### src/rtl/pport_pkg.sv
// package: register map, field layout, reset values and pin-side constants
//==============================================================
// Overview of operation
// - transmitter mode: control bit 6 drives pin B, forming printer strobe.
// - transmitter mode: pin A shows the output-full flag.
// - transmitter mode: output strobe rising edge clears output-full flag.
// - transmitter mode: input strobe falling edge (busy end) sets input-full flag.
// - output-only mode: data drivers always on; output strobe only clears flag.
// - control value 64h selects the output-only transmitter setup.
// - CPU read of port data clears the input-full flag.
// - receiver mode: input-full flag on pin B acts as busy.
// - receiver mode: input strobe rising edge latches data, sets input-full.
// - receiver mode: control bit 4 drives pin A, the acknowledge line.
// - firmware configures receiver with 9Ch, then dummy-reads port data.
// - transmitter sends next byte after acknowledge rise or busy fall.
// - transmitter holds strobe low about 6 us via control bit 6.
// - transmitter waits busy low, outputs data, dummy-reads, then strobes.
// - receiver: ack low, read byte after delay, ack high after delay.
// - pin A with output-full flag feeds falling-edge interrupt.
// - timer lets transmitter retransmit current byte after long silence.
// - link uses eleven lines: eight data, strobe, busy, acknowledge.
// - hardware reset sets control bits 2 to 7 to one.
//==============================================================
package pport_pkg;
   // register byte addresses
   localparam logic [7:0] ADDR_CONTROL = 8'h00;
   localparam logic [7:0] ADDR_DATA = 8'h04;
   localparam logic [7:0] ADDR_PINS = 8'h08;
   localparam int ADDR_W = 8;
   // control/status field positions
   localparam int BIT_PIN_B_MODE_HIGH = 7;
   localparam int BIT_PIN_B_MODE_LOW = 6;
   localparam int BIT_PIN_A_MODE_HIGH = 5;
   localparam int BIT_PIN_A_MODE_LOW = 4;
   localparam int BIT_OUTPUT_FLAG_CONTROL = 3;
   localparam int BIT_INPUT_STROBE_MODE = 2;
   localparam int BIT_OUTPUT_FULL = 1;
   localparam int BIT_INPUT_FULL = 0;
   localparam logic [7:0] CONTROL_WRITE_MASK = 8'hFC;
   localparam logic [7:0] CONTROL_RESET = 8'hFC;
   localparam logic [7:0] CONFIG_TRANSMITTER = 8'h64;
   localparam logic [7:0] CONFIG_RECEIVER = 8'h9C;
   // pins-register layout
   localparam int PINS_DATA_LSB = 0;
   localparam int PINS_INPUT_STROBE = 8;
   localparam int PINS_OUTPUT_STROBE = 9;
   localparam int PINS_PIN_A = 10;
   localparam int PINS_PIN_B = 11;
   // synchronised input lanes
   localparam int SYNC_LANES = 4;
   localparam int LANE_INPUT_STROBE = 0;
   localparam int LANE_OUTPUT_STROBE = 1;
   localparam int LANE_PIN_A = 2;
   localparam int LANE_PIN_B = 3;
   localparam int SYNC_STAGES = 3;
   // timing: nominal strobe width kept by firmware through bit 6
   localparam int CLK_PERIOD_NS = 10;
   localparam int STROBE_WIDTH_US = 6;
   localparam int STROBE_WIDTH_CYCLES = STROBE_WIDTH_US * 1000 / CLK_PERIOD_NS;
   localparam logic [1:0] HTRANS_NONSEQ = 2'b10;
   localparam logic [1:0] HRESP_OKAY = 2'b00;
   typedef enum logic [1:0] {
      BUS_IDLE = 2'b00,
      BUS_WRITE = 2'b01,
      BUS_READ_WAIT = 2'b10,
      BUS_READ_DONE = 2'b11
   } bus_state_t;
endpackage

### src/rtl/pin_sync_if.sv
// interface: synchronised pin levels and edge pulses
`timescale 1ns/100ps
interface pin_sync_if;
   import pport_pkg::*;
   logic [SYNC_LANES-1:0] raw;
   logic [SYNC_LANES-1:0] level;
   logic [SYNC_LANES-1:0] rise;
   logic [SYNC_LANES-1:0] fall;
   modport sync (input raw, output level, rise, fall);
   modport user (output raw, input level, rise, fall);
endinterface

### src/rtl/pin_sync.sv
// module: three-flop synchroniser bank with agreed-level edge detection
`timescale 1ns/100ps
module pin_sync (
   input wire logic core_clk_i,
   input wire logic resetn_i,
   pin_sync_if.sync pins
);
   import pport_pkg::*;
   //==============================================================
   // per-lane synchroniser
   genvar g;
   generate
      for (g = 0; g < SYNC_LANES; g++) begin : lane
         logic s1_q;
         logic s2_q;
         logic s3_q;
         logic lvl_q;
         always_ff @(posedge core_clk_i or negedge resetn_i) begin
            if (!resetn_i) begin
               s1_q <= 1'b1;
               s2_q <= 1'b1;
               s3_q <= 1'b1;
            end else begin
               s1_q <= pins.raw[g];
               s2_q <= s1_q;
               s3_q <= s2_q;
            end
         end
         // agreed level only
         // a change counts once stage two and three agree, so one edge
         // yields one pulse even if the pin rings near the sample point
         always_ff @(posedge core_clk_i or negedge resetn_i) begin
            if (!resetn_i) begin
               lvl_q <= 1'b1;
            end else if (s2_q == s3_q) begin
               lvl_q <= s3_q;
            end
         end
         assign pins.level[g] = lvl_q;
         assign pins.rise[g] = (s2_q == s3_q) && s3_q && !lvl_q;
         assign pins.fall[g] = (s2_q == s3_q) && !s3_q && lvl_q;
      end
   endgenerate
endmodule

### src/rtl/pport_top.sv
// module: parallel printer port handshake with AHB-Lite register slave
//
// Register access over AHB-Lite and the register addresses were left to the implementer.
`timescale 1ns/100ps
module pport_top (
   input wire logic core_clk_i,
   input wire logic resetn_i,
   // AHB-Lite slave
   input wire logic hsel_i,
   input wire logic [31:0] haddr_i,
   input wire logic [1:0] htrans_i,
   input wire logic hwrite_i,
   input wire logic [2:0] hsize_i,
   input wire logic [31:0] hwdata_i,
   input wire logic hready_i,
   output logic [31:0] hrdata_o,
   output logic hreadyout_o,
   output logic [1:0] hresp_o,
   // eight two-way data lines
   input wire logic [7:0] port_data_i,
   output logic [7:0] port_data_o,
   output logic [7:0] port_data_oe_n_o,
   // strobe inputs
   input wire logic input_strobe_pin_i,
   input wire logic output_strobe_pin_i,
   // handshake flag pins (two-way)
   input wire logic handshake_pin_a_i,
   output logic handshake_pin_a_o,
   output logic handshake_pin_a_oe_n_o,
   input wire logic handshake_pin_b_i,
   output logic handshake_pin_b_o,
   output logic handshake_pin_b_oe_n_o
);
   import pport_pkg::*;

   //==============================================================
   // declarations
   pin_sync_if sync_bus ();
   bus_state_t state_q;
   logic [ADDR_W-1:0] addr_q;
   logic [7:0] mode_q;
   logic input_full_q;
   logic output_full_q;
   logic [7:0] in_latch_q;
   logic [7:0] out_latch_q;
   logic [7:0] data_in_q;
   logic [31:0] rdata_q;
   logic addr_valid;
   logic rd_take;
   logic wr_commit;
   logic rd_data_clear;
   logic wr_control;
   logic wr_data;
   logic pin_b_sw_output;
   logic pin_b_is_input;
   logic pin_a_is_input;
   logic output_only;
   logic port_enabled;
   logic ids_set_edge;
   logic ods_clear_edge;
   logic [31:0] read_mux;

   //==============================================================
   // pin synchronisers
   assign sync_bus.raw[LANE_INPUT_STROBE] = input_strobe_pin_i;
   assign sync_bus.raw[LANE_OUTPUT_STROBE] = output_strobe_pin_i;
   assign sync_bus.raw[LANE_PIN_A] = handshake_pin_a_i;
   assign sync_bus.raw[LANE_PIN_B] = handshake_pin_b_i;

   pin_sync u_sync (
      .core_clk_i(core_clk_i),
      .resetn_i(resetn_i),
      .pins(sync_bus.sync)
   );

   // data lines pass one flop every cycle and are latched only at an input strobe
   // edge, which has already passed three flops, so the bus has long been settled
   always_ff @(posedge core_clk_i or negedge resetn_i) begin
      if (!resetn_i) begin
         data_in_q <= 8'h00;
      end else begin
         data_in_q <= port_data_i;
      end
   end

   //==============================================================
   // mode decode
   // pin B: 0x = software output of bit 6, 10 = input-full flag,
   //        11 = port enable input
   // pin A: 0x = software output of bit 4, 10 = output-full flag,
   //        11 = input (port select; no internal effect)
   assign pin_b_sw_output = !mode_q[BIT_PIN_B_MODE_HIGH];
   assign pin_b_is_input = mode_q[BIT_PIN_B_MODE_HIGH] &&
                           mode_q[BIT_PIN_B_MODE_LOW];
   assign pin_a_is_input = mode_q[BIT_PIN_A_MODE_HIGH] &&
                           mode_q[BIT_PIN_A_MODE_LOW];
   // output-only setup
   // both flag pins outputs with pin B under software: 64h lands here
   assign output_only = pin_b_sw_output && !pin_a_is_input;
   // a high port-enable input turns the drivers off and blocks strobe edges to latch and flags
   assign port_enabled = !(pin_b_is_input &&
                           sync_bus.level[LANE_PIN_B]);

   // busy falling edge sets flag
   // in output-only mode the input latch is unused and the falling
   // edge records the end of busy; elsewhere the rising edge latches
   assign ids_set_edge = output_only ?
                         sync_bus.fall[LANE_INPUT_STROBE] :
                         (sync_bus.rise[LANE_INPUT_STROBE] && port_enabled);
   assign ods_clear_edge = sync_bus.rise[LANE_OUTPUT_STROBE] &&
                           (output_only || port_enabled);

   //==============================================================
   // AHB-Lite slave
   // writes complete with no wait state; reads add one so the answer
   // comes from a register and already reflects a write just before
   assign addr_valid = (haddr_i[ADDR_W-1:0] == ADDR_CONTROL) ||
                       (haddr_i[ADDR_W-1:0] == ADDR_DATA) ||
                       (haddr_i[ADDR_W-1:0] == ADDR_PINS);
   assign rd_take = hsel_i && hready_i && htrans_i[1] && !hwrite_i;
   assign wr_commit = (state_q == BUS_WRITE);
   assign wr_control = wr_commit && (addr_q == ADDR_CONTROL);
   assign wr_data = wr_commit && (addr_q == ADDR_DATA);
   assign rd_data_clear = (state_q == BUS_READ_WAIT) &&
                          (addr_q == ADDR_DATA);

   always_ff @(posedge core_clk_i or negedge resetn_i) begin
      if (!resetn_i) begin
         state_q <= BUS_IDLE;
         addr_q <= 8'h00;
      end else begin
         unique case (state_q)
            BUS_IDLE, BUS_WRITE, BUS_READ_DONE: begin
               if (hsel_i && hready_i && htrans_i[1]) begin
                  addr_q <= addr_valid ? haddr_i[ADDR_W-1:0] : 8'hFF;
                  state_q <= hwrite_i ? BUS_WRITE : BUS_READ_WAIT;
               end else begin
                  state_q <= BUS_IDLE;
               end
            end
            BUS_READ_WAIT: begin
               state_q <= BUS_READ_DONE;
            end
         endcase
      end
   end

   assign hreadyout_o = (state_q != BUS_READ_WAIT);
   assign hresp_o = HRESP_OKAY;
   assign hrdata_o = rdata_q;

   always_comb begin
      read_mux = 32'h0000_0000;
      unique case (addr_q)
         ADDR_CONTROL: begin
            read_mux[7:0] = {mode_q[7:2], output_full_q, input_full_q};
         end
         ADDR_DATA: begin
            read_mux[7:0] = in_latch_q;
         end
         ADDR_PINS: begin
            read_mux[PINS_DATA_LSB +: 8] = data_in_q;
            read_mux[PINS_INPUT_STROBE] = sync_bus.level[LANE_INPUT_STROBE];
            read_mux[PINS_OUTPUT_STROBE] =
               sync_bus.level[LANE_OUTPUT_STROBE];
            read_mux[PINS_PIN_A] = sync_bus.level[LANE_PIN_A];
            read_mux[PINS_PIN_B] = sync_bus.level[LANE_PIN_B];
         end
         default: begin
            read_mux = 32'h0000_0000;
         end
      endcase
   end

   always_ff @(posedge core_clk_i or negedge resetn_i) begin
      if (!resetn_i) begin
         rdata_q <= 32'h0000_0000;
      end else if (state_q == BUS_READ_WAIT) begin
         rdata_q <= read_mux;
      end
   end

   //==============================================================
   // control register
   // bits 2..7 reset high
   always_ff @(posedge core_clk_i or negedge resetn_i) begin
      if (!resetn_i) begin
         mode_q <= CONTROL_RESET;
      end else if (wr_control) begin
         mode_q <= hwdata_i[7:0] & CONTROL_WRITE_MASK;
      end
   end

   //==============================================================
   // input-full flag and input latch
   always_ff @(posedge core_clk_i or negedge resetn_i) begin
      if (!resetn_i) begin
         input_full_q <= 1'b0;
      end else if (ids_set_edge) begin
         // strobe edge wins over a clearing read in the same cycle
         input_full_q <= 1'b1;
      end else if (rd_data_clear) begin
         input_full_q <= 1'b0;
      end
   end

   always_ff @(posedge core_clk_i or negedge resetn_i) begin
      if (!resetn_i) begin
         in_latch_q <= 8'h00;
      end else if (ids_set_edge && !output_only) begin
         in_latch_q <= data_in_q;
      end
   end

   //==============================================================
   // output latch and output-full flag
   always_ff @(posedge core_clk_i or negedge resetn_i) begin
      if (!resetn_i) begin
         out_latch_q <= 8'h00;
      end else if (wr_data) begin
         out_latch_q <= hwdata_i[7:0];
      end
   end

   // rewrite restarts a byte
   // a rewrite of the same byte after a long silence sets the flag
   // again, so a retransmission is tracked like a fresh byte
   always_ff @(posedge core_clk_i or negedge resetn_i) begin
      if (!resetn_i) begin
         output_full_q <= 1'b0;
      end else if (wr_data) begin
         output_full_q <= 1'b1;
      end else if (ods_clear_edge) begin
         output_full_q <= 1'b0;
      end
   end

   //==============================================================
   // data drivers
   // output-only drivers always on
   // eight data lines driven
   // outside output-only mode the strobe enables drivers while low
   always_ff @(posedge core_clk_i or negedge resetn_i) begin
      if (!resetn_i) begin
         port_data_oe_n_o <= 8'hFF;
         port_data_o <= 8'h00;
      end else begin
         port_data_o <= out_latch_q;
         if (output_only) begin
            port_data_oe_n_o <= 8'h00;
         end else if (port_enabled &&
                      !sync_bus.level[LANE_OUTPUT_STROBE]) begin
            port_data_oe_n_o <= 8'h00;
         end else begin
            port_data_oe_n_o <= 8'hFF;
         end
      end
   end

   //==============================================================
   // handshake flag pins
   always_ff @(posedge core_clk_i or negedge resetn_i) begin
      if (!resetn_i) begin
         handshake_pin_b_o <= 1'b1;
         handshake_pin_b_oe_n_o <= 1'b1;
      end else begin
         handshake_pin_b_oe_n_o <= pin_b_is_input;
         if (pin_b_sw_output) begin
            handshake_pin_b_o <= mode_q[BIT_PIN_B_MODE_LOW];
         end else begin
            handshake_pin_b_o <= input_full_q;
         end
      end
   end

   always_ff @(posedge core_clk_i or negedge resetn_i) begin
      if (!resetn_i) begin
         handshake_pin_a_o <= 1'b1;
         handshake_pin_a_oe_n_o <= 1'b1;
      end else begin
         handshake_pin_a_oe_n_o <= pin_a_is_input;
         if (mode_q[BIT_PIN_A_MODE_HIGH]) begin
            handshake_pin_a_o <= output_full_q;
         end else begin
            handshake_pin_a_o <= mode_q[BIT_PIN_A_MODE_LOW];
         end
      end
   end

endmodule

### config.mk
export PLATFORM = sky130hd
export DESIGN_NAME = pport_top
export DESIGN_NICKNAME = d
export VERILOG_FILES = /design/src/rtl/pport_pkg.sv /design/src/rtl/pin_sync_if.sv /design/src/rtl/pin_sync.sv /design/src/rtl/pport_top.sv
export SDC_FILE = /design/constraint.sdc
export NUM_CORES = 1
export LEC_CHECK = 0
export ABC_AREA = 1
export BUFFER_PORTS_ARGS = -buffer_cell sky130_fd_sc_hd__clkbuf_2
export CORE_MARGIN = 4
export CORE_UTILIZATION = 48
export DETAILED_ROUTE_END_ITERATION = 7
export GPL_ROUTABILITY_DRIVEN = 0
export PLACE_DENSITY = 0.89
export RECOVER_POWER = 100
export SLEW_MARGIN = 20
export SYNTH_ARGS = -nofsm -noshare
export SYNTH_HDL_FRONTEND = slang
export SYNTH_SLANG_ARGS = --single-unit
### constraint.sdc
create_clock -name core_clk_i -period 1.4 [get_ports core_clk_i]
set_input_delay 0.21 -clock core_clk_i [delete_from_list [all_inputs] [get_ports core_clk_i]]
set_output_delay 0.21 -clock core_clk_i [all_outputs]
set_load 0.03 [all_outputs]
Word level (Yosys, flattened, before mapping)
Cells that the tools add are included.
- output and inout port bits: 55
- register bits: 90
- reductions and logical operators: 36
- multiplexer cells: 15
- equal/unequal tests: 12
- operator list (operator ; count):
    2-to-1 mux 8 bit ; 3
    one-hot mux 8 bit (3 select lines) ; 1
    logical AND 1 bit ; 19
    equality test 8 x 3 -> 1 bit, second input constant ; 2
    equality test 8 x 4 -> 1 bit, second input constant ; 2
    logical NOT 8 bit ; 2
    logical NOT 1 bit ; 7
    2-to-1 mux 1 bit ; 7
    equality test 1 bit ; 4
    equality test 2 bit, second input constant ; 2
    2-to-1 mux 2 bit ; 2
    2-to-1 mux 4 bit ; 1
    one-hot mux 2 bit (2 select lines) ; 1
    nonzero test 2 bit ; 2
    logical OR 1 bit ; 3
    OR reduction 3 bit ; 1
    equality test 2 x 1 -> 1 bit, second input constant ; 1
    logical NOT 2 bit ; 1
    != test 2 bit, second input constant ; 1
    AND reduction 2 bit ; 1

Longest topological paths before layout
Gate-level depths: netlist (run 1).
- depth in word-level cells: 7
- mapped depth: 8
- depth with buffers taken out: 7

Hierarchy
A second synthesis (run 1) with hierarchy kept.
- cells, all modules: 376
- area, all modules: 3624.7 sq um
- modules (own cells, without submodules) (module ; area each (sq um) ; sequential area each (sq um) ; instances ; cells each):
    pport_top ; 2924.1 ; 1690.4 ; 1 ; 308
    pin_sync ; 700.7 ; 420.4 ; 1 ; 68

Worst setup path after synthesis (run 1)
No wires, ideal clock.
- path kind: register to register
- start point: reg state_q[1]
- end point: reg state_q[1]
- arrival: 1.146 ns
- path slack: 0.091 ns
- stages on the path, launching flop included: 4
- period minus slack after synthesis: 1.309 ns
- required time: 1.238 ns
- buffers on the path: 1
- cell sequence: dfrtp_1 nand2_2 clkbuf_1 o21ai_0
- cells in the longest elaborated chain, start to end: 3
- ends and longest elaborated chain (element ; RTL line ; source):
    start, declared ; pport_top.sv:39 ; bus_state_t state_q;
    start signal, assigned ; pport_top.sv:136 ; state_q <= hwrite_i ? BUS_WRITE : BUS_READ_WAIT;
    equality test 2 x 1 -> 1 bit, or another cell as far along ; pport_top.sv:132 ; unique case (state_q)
    OR reduction 3 bit ; pport_top.sv:132 ;
    one-hot mux 2 bit (2 select lines) * ; pport_top.sv:132 ;
Mark *: on every way between the ends. The rest lies on a longest branch, timed or not.
A chain may end at the register's enable or synchronous reset.

==> results of run 1 <==
## power by group
group | switching, W | total, W | internal, W | leakage (nW)
logic | 0.000551 | 0.000848 | 0.000297 | 1.08
clock network | 0.000849 | 0.00190 | 0.00105 | 0.108
registers | 0.000117 | 0.00273 | 0.00261 | 0.918
total | 0.00152 | 0.00547 | 0.00396 | 2.11
## layout by cell type (no fill, tap or decap), drive strengths merged, types with 3 or more instances in the layout
cell type and count:
nand4 3, clkbuf 76, inv 35, conb 22
o21ai 31, nor2 16, nand3 29, nand2 91
ha 3, buf 10, dfrtp 56, dfstp 27
dlygate4sd3 13, a21oi 3
## sequential cells by signal, summed over array words and instances, names as in the netlist, 2 cells and up
signal / flops
in_latch_q: 8
state_q: 2
u_sync.lane.s1_q: 4
addr_q: 8
port_data_o: 8
u_sync.lane.s3_q: 4
out_latch_q: 8
u_sync.lane.lvl_q: 4
mode_q: 6
data_in_q: 8
hrdata_o: 12
u_sync.lane.s2_q: 4
## Yosys cell counts (all sizes together)
library cell | n | area share, %
inv | 35 | 3.8
nand2 | 91 | 10
nand4 | 2 | 0.80
o31ai | 2 | 0.72
a21oi | 3 | 0.43
maj3 | 2 | 0.58
dfrtp | 56 | 41
nor3 | 1 | 0.47
buf | 34 | 7.7
nor2 | 16 | 2.5
o21ai | 31 | 5.8
dfstp | 27 | 21
mux2 | 1 | 0.33
nand3 | 29 | 4.2
conb | 1 | 0.11
ha | 3 | 1.1
clkbuf | 1 | 0.11
## kinds of logic after synthesis
| logic type | after synthesis |
|---|---|
| DFF | 83 |
| other | 1 |
| adders and majority gates | 5 |
| AOI/OAI and AO/OA | 36 |
| and+or+nand+nor | 139 |
| muxes | 1 |
| buffers and inverters | 70 |
## path summary, 6_finish.rpt
kind	startpoint	to	cells after the start
setup reg to reg	addr_q[3]	hrdata_o[4]	7
hold / removal	hwrite_i	state_q[1]	2
max in group asynchronous	resetn_i	u_sync.lane[1].s1_q	3
hold reg to reg	u_sync.lane[1].s1_q	u_sync.lane[1].s2_q	0
setup / recovery	port_data_oe_n_o[6]	port_data_oe_n_o[7]	1
min in group asynchronous	resetn_i	port_data_o[2]	2
## routing by layer
layer  GRT usage, %  up-vias
li1               -     1187
met1           20.0     1157
met2           26.8      101
met3           3.41       25
met4           11.0        0
met5              0        -
## area by class of cell
class,count,area share [%]
sequential,83,50.3
multi-input combinational,204,24.9
timing repair buffer,89,13.4
clock buffer,10,3.28
inverter,35,3.13
tap,96,2.86
clock inverter,6,2.12
## worst register-to-register path: cells and delay by family, from the launching register on
family	cells	cell delay, ns
simple gates	6	0.77
flops	1	0.42
buf+inv	1	0.10
## timing repair
action,in CTS,in global routing
buffers inserted,0,2
resized for setup,6,24
hold buffers,13,0
cloned,0,1
pin swaps,0,1
endpoints found under the hold margin,30,0
setup endpoints to repair,1,36
## through the flow
stage | hold WS, ns | instances | setup WS, ns | total power (W) | instance area, um^2
after floorplan | -0.0856 | 356 | 0.0915 | 0.00331 | 3540
after global placement | 0.107 | 491 | 0.0874 | 0.00345 | 3800
after detailed placement | 0.108 | 491 | 0.0167 | 0.00349 | 3800
after CTS | 0.0455 | 520 | 0.000492 | 0.00546 | 4180
after global routing | 0.0787 | 523 | -0.0439 | 0.00574 | 4200
final | 0.0544 | 523 | 0.0344 | 0.00547 | 4200
==> impl_metrics.toml, run 1 <==
[clock_network]
ctsLongestPathBuffers = 2
clkSinkCount = 83
numCtsBuffers = 9
clockRootBuffer = "clkbuf_8"
path_clk_slew_ns = 0.08
cts_tree = "done"
cts_htree_levels = 3
worst_skew_pair.late_latency_ns = 0.36

[routing]
vias = 2470
dr_wl_met3_um = 414
drt-pass1-iter-count = 4
route.met2.wl_mm = 3.32
drtIter0Drc = 133
drc = 0
vias_per_cell = 4.72
highest_layer = "met4"
wl_met1_mm = 2.89
drt_wl_total_mm = 6.90
ant_nets = 0
wire_per_inst_um = 13.2

[pwr]
power_density_nw_per_um2 = 1300
leakagePower_nw = 2.11
peakVddDrop_mv = 0.514

[critical_path]
crit_type = "reg2out"
critPathSlowestCell = "dfstp_2"
r2r_slack_ns = 0.07
cp.arrival_ns = 1.16
max_stage_delay_ns = 0.59
critPathBufInv = 1
path_cells = "clkbuf_4"
endpoint_kind = "output pin"
worst-path-max-fanout = 8
cp_top_family = "flip-flops"
cp-start-kind = "register"
worstPathRequired_ns = 1.19

[synthesis]
synthDistinctLibCells = 25
avgSynthCellArea_um2 = 10.3
synth.area.mux_share_pct = 0.325
yosys.area_share.simple_pct = 18.3
netlist_instances = 335
synth-xor-area-share_pct = 0
syn_area_um2 = 3460
synth-adder-area-share_pct = 1.66
synth_warnings = 0
ys_seq_elements = 83
synth_seq_area_share_pct = 61.0
synth_compound_area_share_pct = 6.94
synth_top_family_by_area = "simple AND/OR/NAND/NOR gates"

[flow_run]
cap_violations = 0

[placed_design]
hpwl_mm = 4.89
placement.io_buffers = 66

[layout]
multiInputGateArea_um2 = 1050
num-fill-cells = 557
n_antenna_cell = 0
fin_util_pct = 60.8
synthToLayoutAreaGrowth_pct = 21.4
layout-drive-gt1-share_pct = 29.5
nNetsFinal = 511
seq_area_um2 = 2110

[die]
core.rowCount = 30
die_area_um2 = 8630
fp.dieH_um = 92.9
die_w_um = 92.9
start_util_pct = 50.1
io_pins = 141
core_area_um2 = 6910

[global_route]
grt_max_degree = 35
grt_pass1_wl_mm = 11.2
antenna_found_initial = 0
grt_overflow = 0
grt_pass1_vias = 2375
grtUsageTotal_pct = 16.6

[sta]
hold_violations = 0
rsz0062_at_grt = "yes"
setup_tns_ns = 0
setup_viol = 0
period_minus_slack_ns = 1.37
fin_worst_skew_ns = 0.00638
fmax_mhz = 732
post-route-period-util_pct = 97.5
slew_violations = 0

[outcome]
status = "finished, final reports clean"

[min_path]
hp-class = "in2reg"
No activity file was read; power rests on OpenSTA's default activity.
==> run 2: changes to the inputs <==
- CORE_UTILIZATION: 48 -> 49
- SYNTH_HIERARCHICAL: default -> 1
- clock period: 1.4 -> 1.5 ns (I/O delays scaled with it)
==> run 2 against run 1 <==
- setup slack improved by 0.019 ns
- sequential share of layout area fell by 0.91 points
- clock power rose by 12%
- largest cell class unchanged
- critical path depth rose by 6
- register-to-register slack got worse by 0.02 ns
- sequential power fell by 6%
- clock skew rose by 0.0043 ns
- final cell count rose by 4.6%
==> impl_metrics.toml, run 2 <==
[global_route]
grt_max_degree = 84
grt_pass1_vias = 2402
grtUsageTotal_pct = 16.5
grt_pass1_wl_mm = 11.0
grt_overflow = 0
antenna_found_initial = 0

[critical_path]
reg2reg_depth = 7
worst-path-max-fanout = 7
critPathSlowestCell = "dfrtp_1"
endpoint_kind = "register"
reg2reg_to = "out_latch_q[1]"
crit_type = "reg2reg"
path_cells = "nor2_1, nand2_2, nor3_4, nand2_4, buf_4, nand2_1, nand2_1"
max_stage_delay_ns = 0.39
r2r_slack_ns = 0.05
worstPathRequired_ns = 1.76
cp.arrival_ns = 1.71
timing.rr.start = "addr_q[5]"
cp-start-kind = "register"
cp_common_cell = "nand2_1"

[routing]
ant_nets = 0
drt_wl_total_mm = 6.83
vias_per_cell = 4.63
drt-pass1-iter-count = 4
vias = 2530
wire_per_inst_um = 12.5
drc = 0
drtIter0Drc = 155

[die]
core.rowCount = 30
die_area_um2 = 8700
start_util_pct = 51.3
die_w_um = 93.3
fp.dieH_um = 93.3
io_pins = 141
core_area_um2 = 6940

[min_path]
hp-start = "hwrite_i"
hold_end = "state_q[1]"
hp-class = "in2reg"
hold_path_depth = 2

[sta]
period_minus_slack_ns = 1.45
fmax_mhz = 691
slew_headroom_pct = 52.2
setup_viol = 0
hold_ws_ns = 0.0703
fin_worst_skew_ns = 0.0107
hold_violations = 0
slew_violations = 0
max_slew.worst_pin.slew_ns = 0.717
fin_ws_ns = 0.0531
post-route-period-util_pct = 96.5

[synthesis]
synth_warnings = 6
netlist_instances = 364
avgSynthCellArea_um2 = 9.79
syn_area_um2 = 3560

[pwr]
peakVddDrop_mv = 0.485
p_comb_share_pct = 13.8
leakagePower_nw = 2.24
pwr-share-seq_pct = 47.1
power_density_nw_per_um2 = 1270
p_int_w = 0.00403
p_switching_w = 0.00141
netSwitchingFraction_pct = 25.9
clockPowerShare_pct = 39.2

[outcome]
status = "finished, final reports clean"

[clock_network]
numCtsBuffers = 9
clkSinkCount = 83
worst_skew_pair.late_latency_ns = 0.36
clockRootBuffer = "clkbuf_8"
ctsLongestPathBuffers = 2
cts_htree_levels = 3
path_clk_slew_ns = 0.08
cts_tree = "done"

[placed_design]
placement.io_buffers = 66
hpwl_mm = 4.71
preCtsSetupSlack_ns = 0.0367

[layout]
final_cell_mix = "nand2_1 (105), dfrtp_1 (56), clkbuf_2 (45)"
final_common_cell = "nand2_1"
nNetsFinal = 538
largest_register_ffs = 12
layout-drive-gt1-share_pct = 27.3
synthToLayoutAreaGrowth_pct = 20.1
n_antenna_cell = 0

[flow_run]
cap_violations = 0
==> run 2: how the worst max path moves through the flow <==
stage                        start        endpoint  slack [ns]  cells past startpoint
2_1_floorplan  u_sync/lane[0].s2_q   in_latch_q[6]        0.17                      7
5_1_grt                  addr_q[5]  out_latch_q[1]       -0.02                      7
6_report                 addr_q[5]  out_latch_q[1]        0.05                      7
4_1_cts        u_sync/lane[0].s2_q   in_latch_q[0]        0.02                      5
3_3_place_gp   u_sync/lane[0].s2_q   in_latch_q[0]        0.07                      6
3_5_place_dp   u_sync/lane[0].s2_q   in_latch_q[1]        0.04                      6
==> run 2: per-layer routing <==
metal | GRT usage, % | up-vias | part of all wire (%)
met5 | 0 | - | 0
met4 | 7.94 | 0 | 1.4
met3 | 3.62 | 11 | 6.8
met2 | 27.3 | 87 | 50
met1 | 20.6 | 1205 | 41
li1 | - | 1227 | -
==> run 2: cell type report <==
| class | instances | area (um^2) |
|---|---|---|
| clock inverter | 4 | 120 |
| tap | 96 | 120 |
| timing repair buffer | 89 | 526 |
| multi-input combinational | 220 | 1080 |
| fill | 565 | 2670 |
| sequential | 83 | 2110 |
| inverter | 43 | 161 |
| clock buffer | 12 | 155 |
==> run 2: critical path: cells and delay by family, from the launching register on <==
family / cells / cell delay (ns)
AND/OR/NAND/NOR: 6 / 0.75
flip-flops: 1 / 0.39
buffers and inverters: 1 / 0.19
==> run 2: power groups by stage <==
stage	Combinational (W)	Clock, W	Sequential, W
5_1_grt	0.000835	0.00228	0.00258
3_3_place_gp	0.000703	0	0.00259
6_report	0.000749	0.00213	0.00256
2_1_floorplan	0.000596	0	0.00259
3_5_place_dp	0.000735	0	0.00260
4_1_cts	0.000762	0.00217	0.00256
==> run 2: through the flow <==
stage          power (W)  std cells  cell area (um^2)  setup TNS (ns)  util, %
2_1_floorplan    0.00318        385              3640               0        -
3_3_place_gp     0.00329        512              3840               0     55.3
3_5_place_dp     0.00334        512              3840               0     55.3
4_1_cts          0.00549        541              4250               0     61.2
5_1_grt          0.00570        547              4280         -0.0392     61.6
6_report         0.00544        547              4280               0     61.6
==> run 2: repair_timing <==
item,4_1_cts,5_1_grt
endpoints found under the setup margin,0,16
buffers inserted,0,6
hold endpoints to repair,68,0
hold buffers,13,0
gates resized for setup,0,3
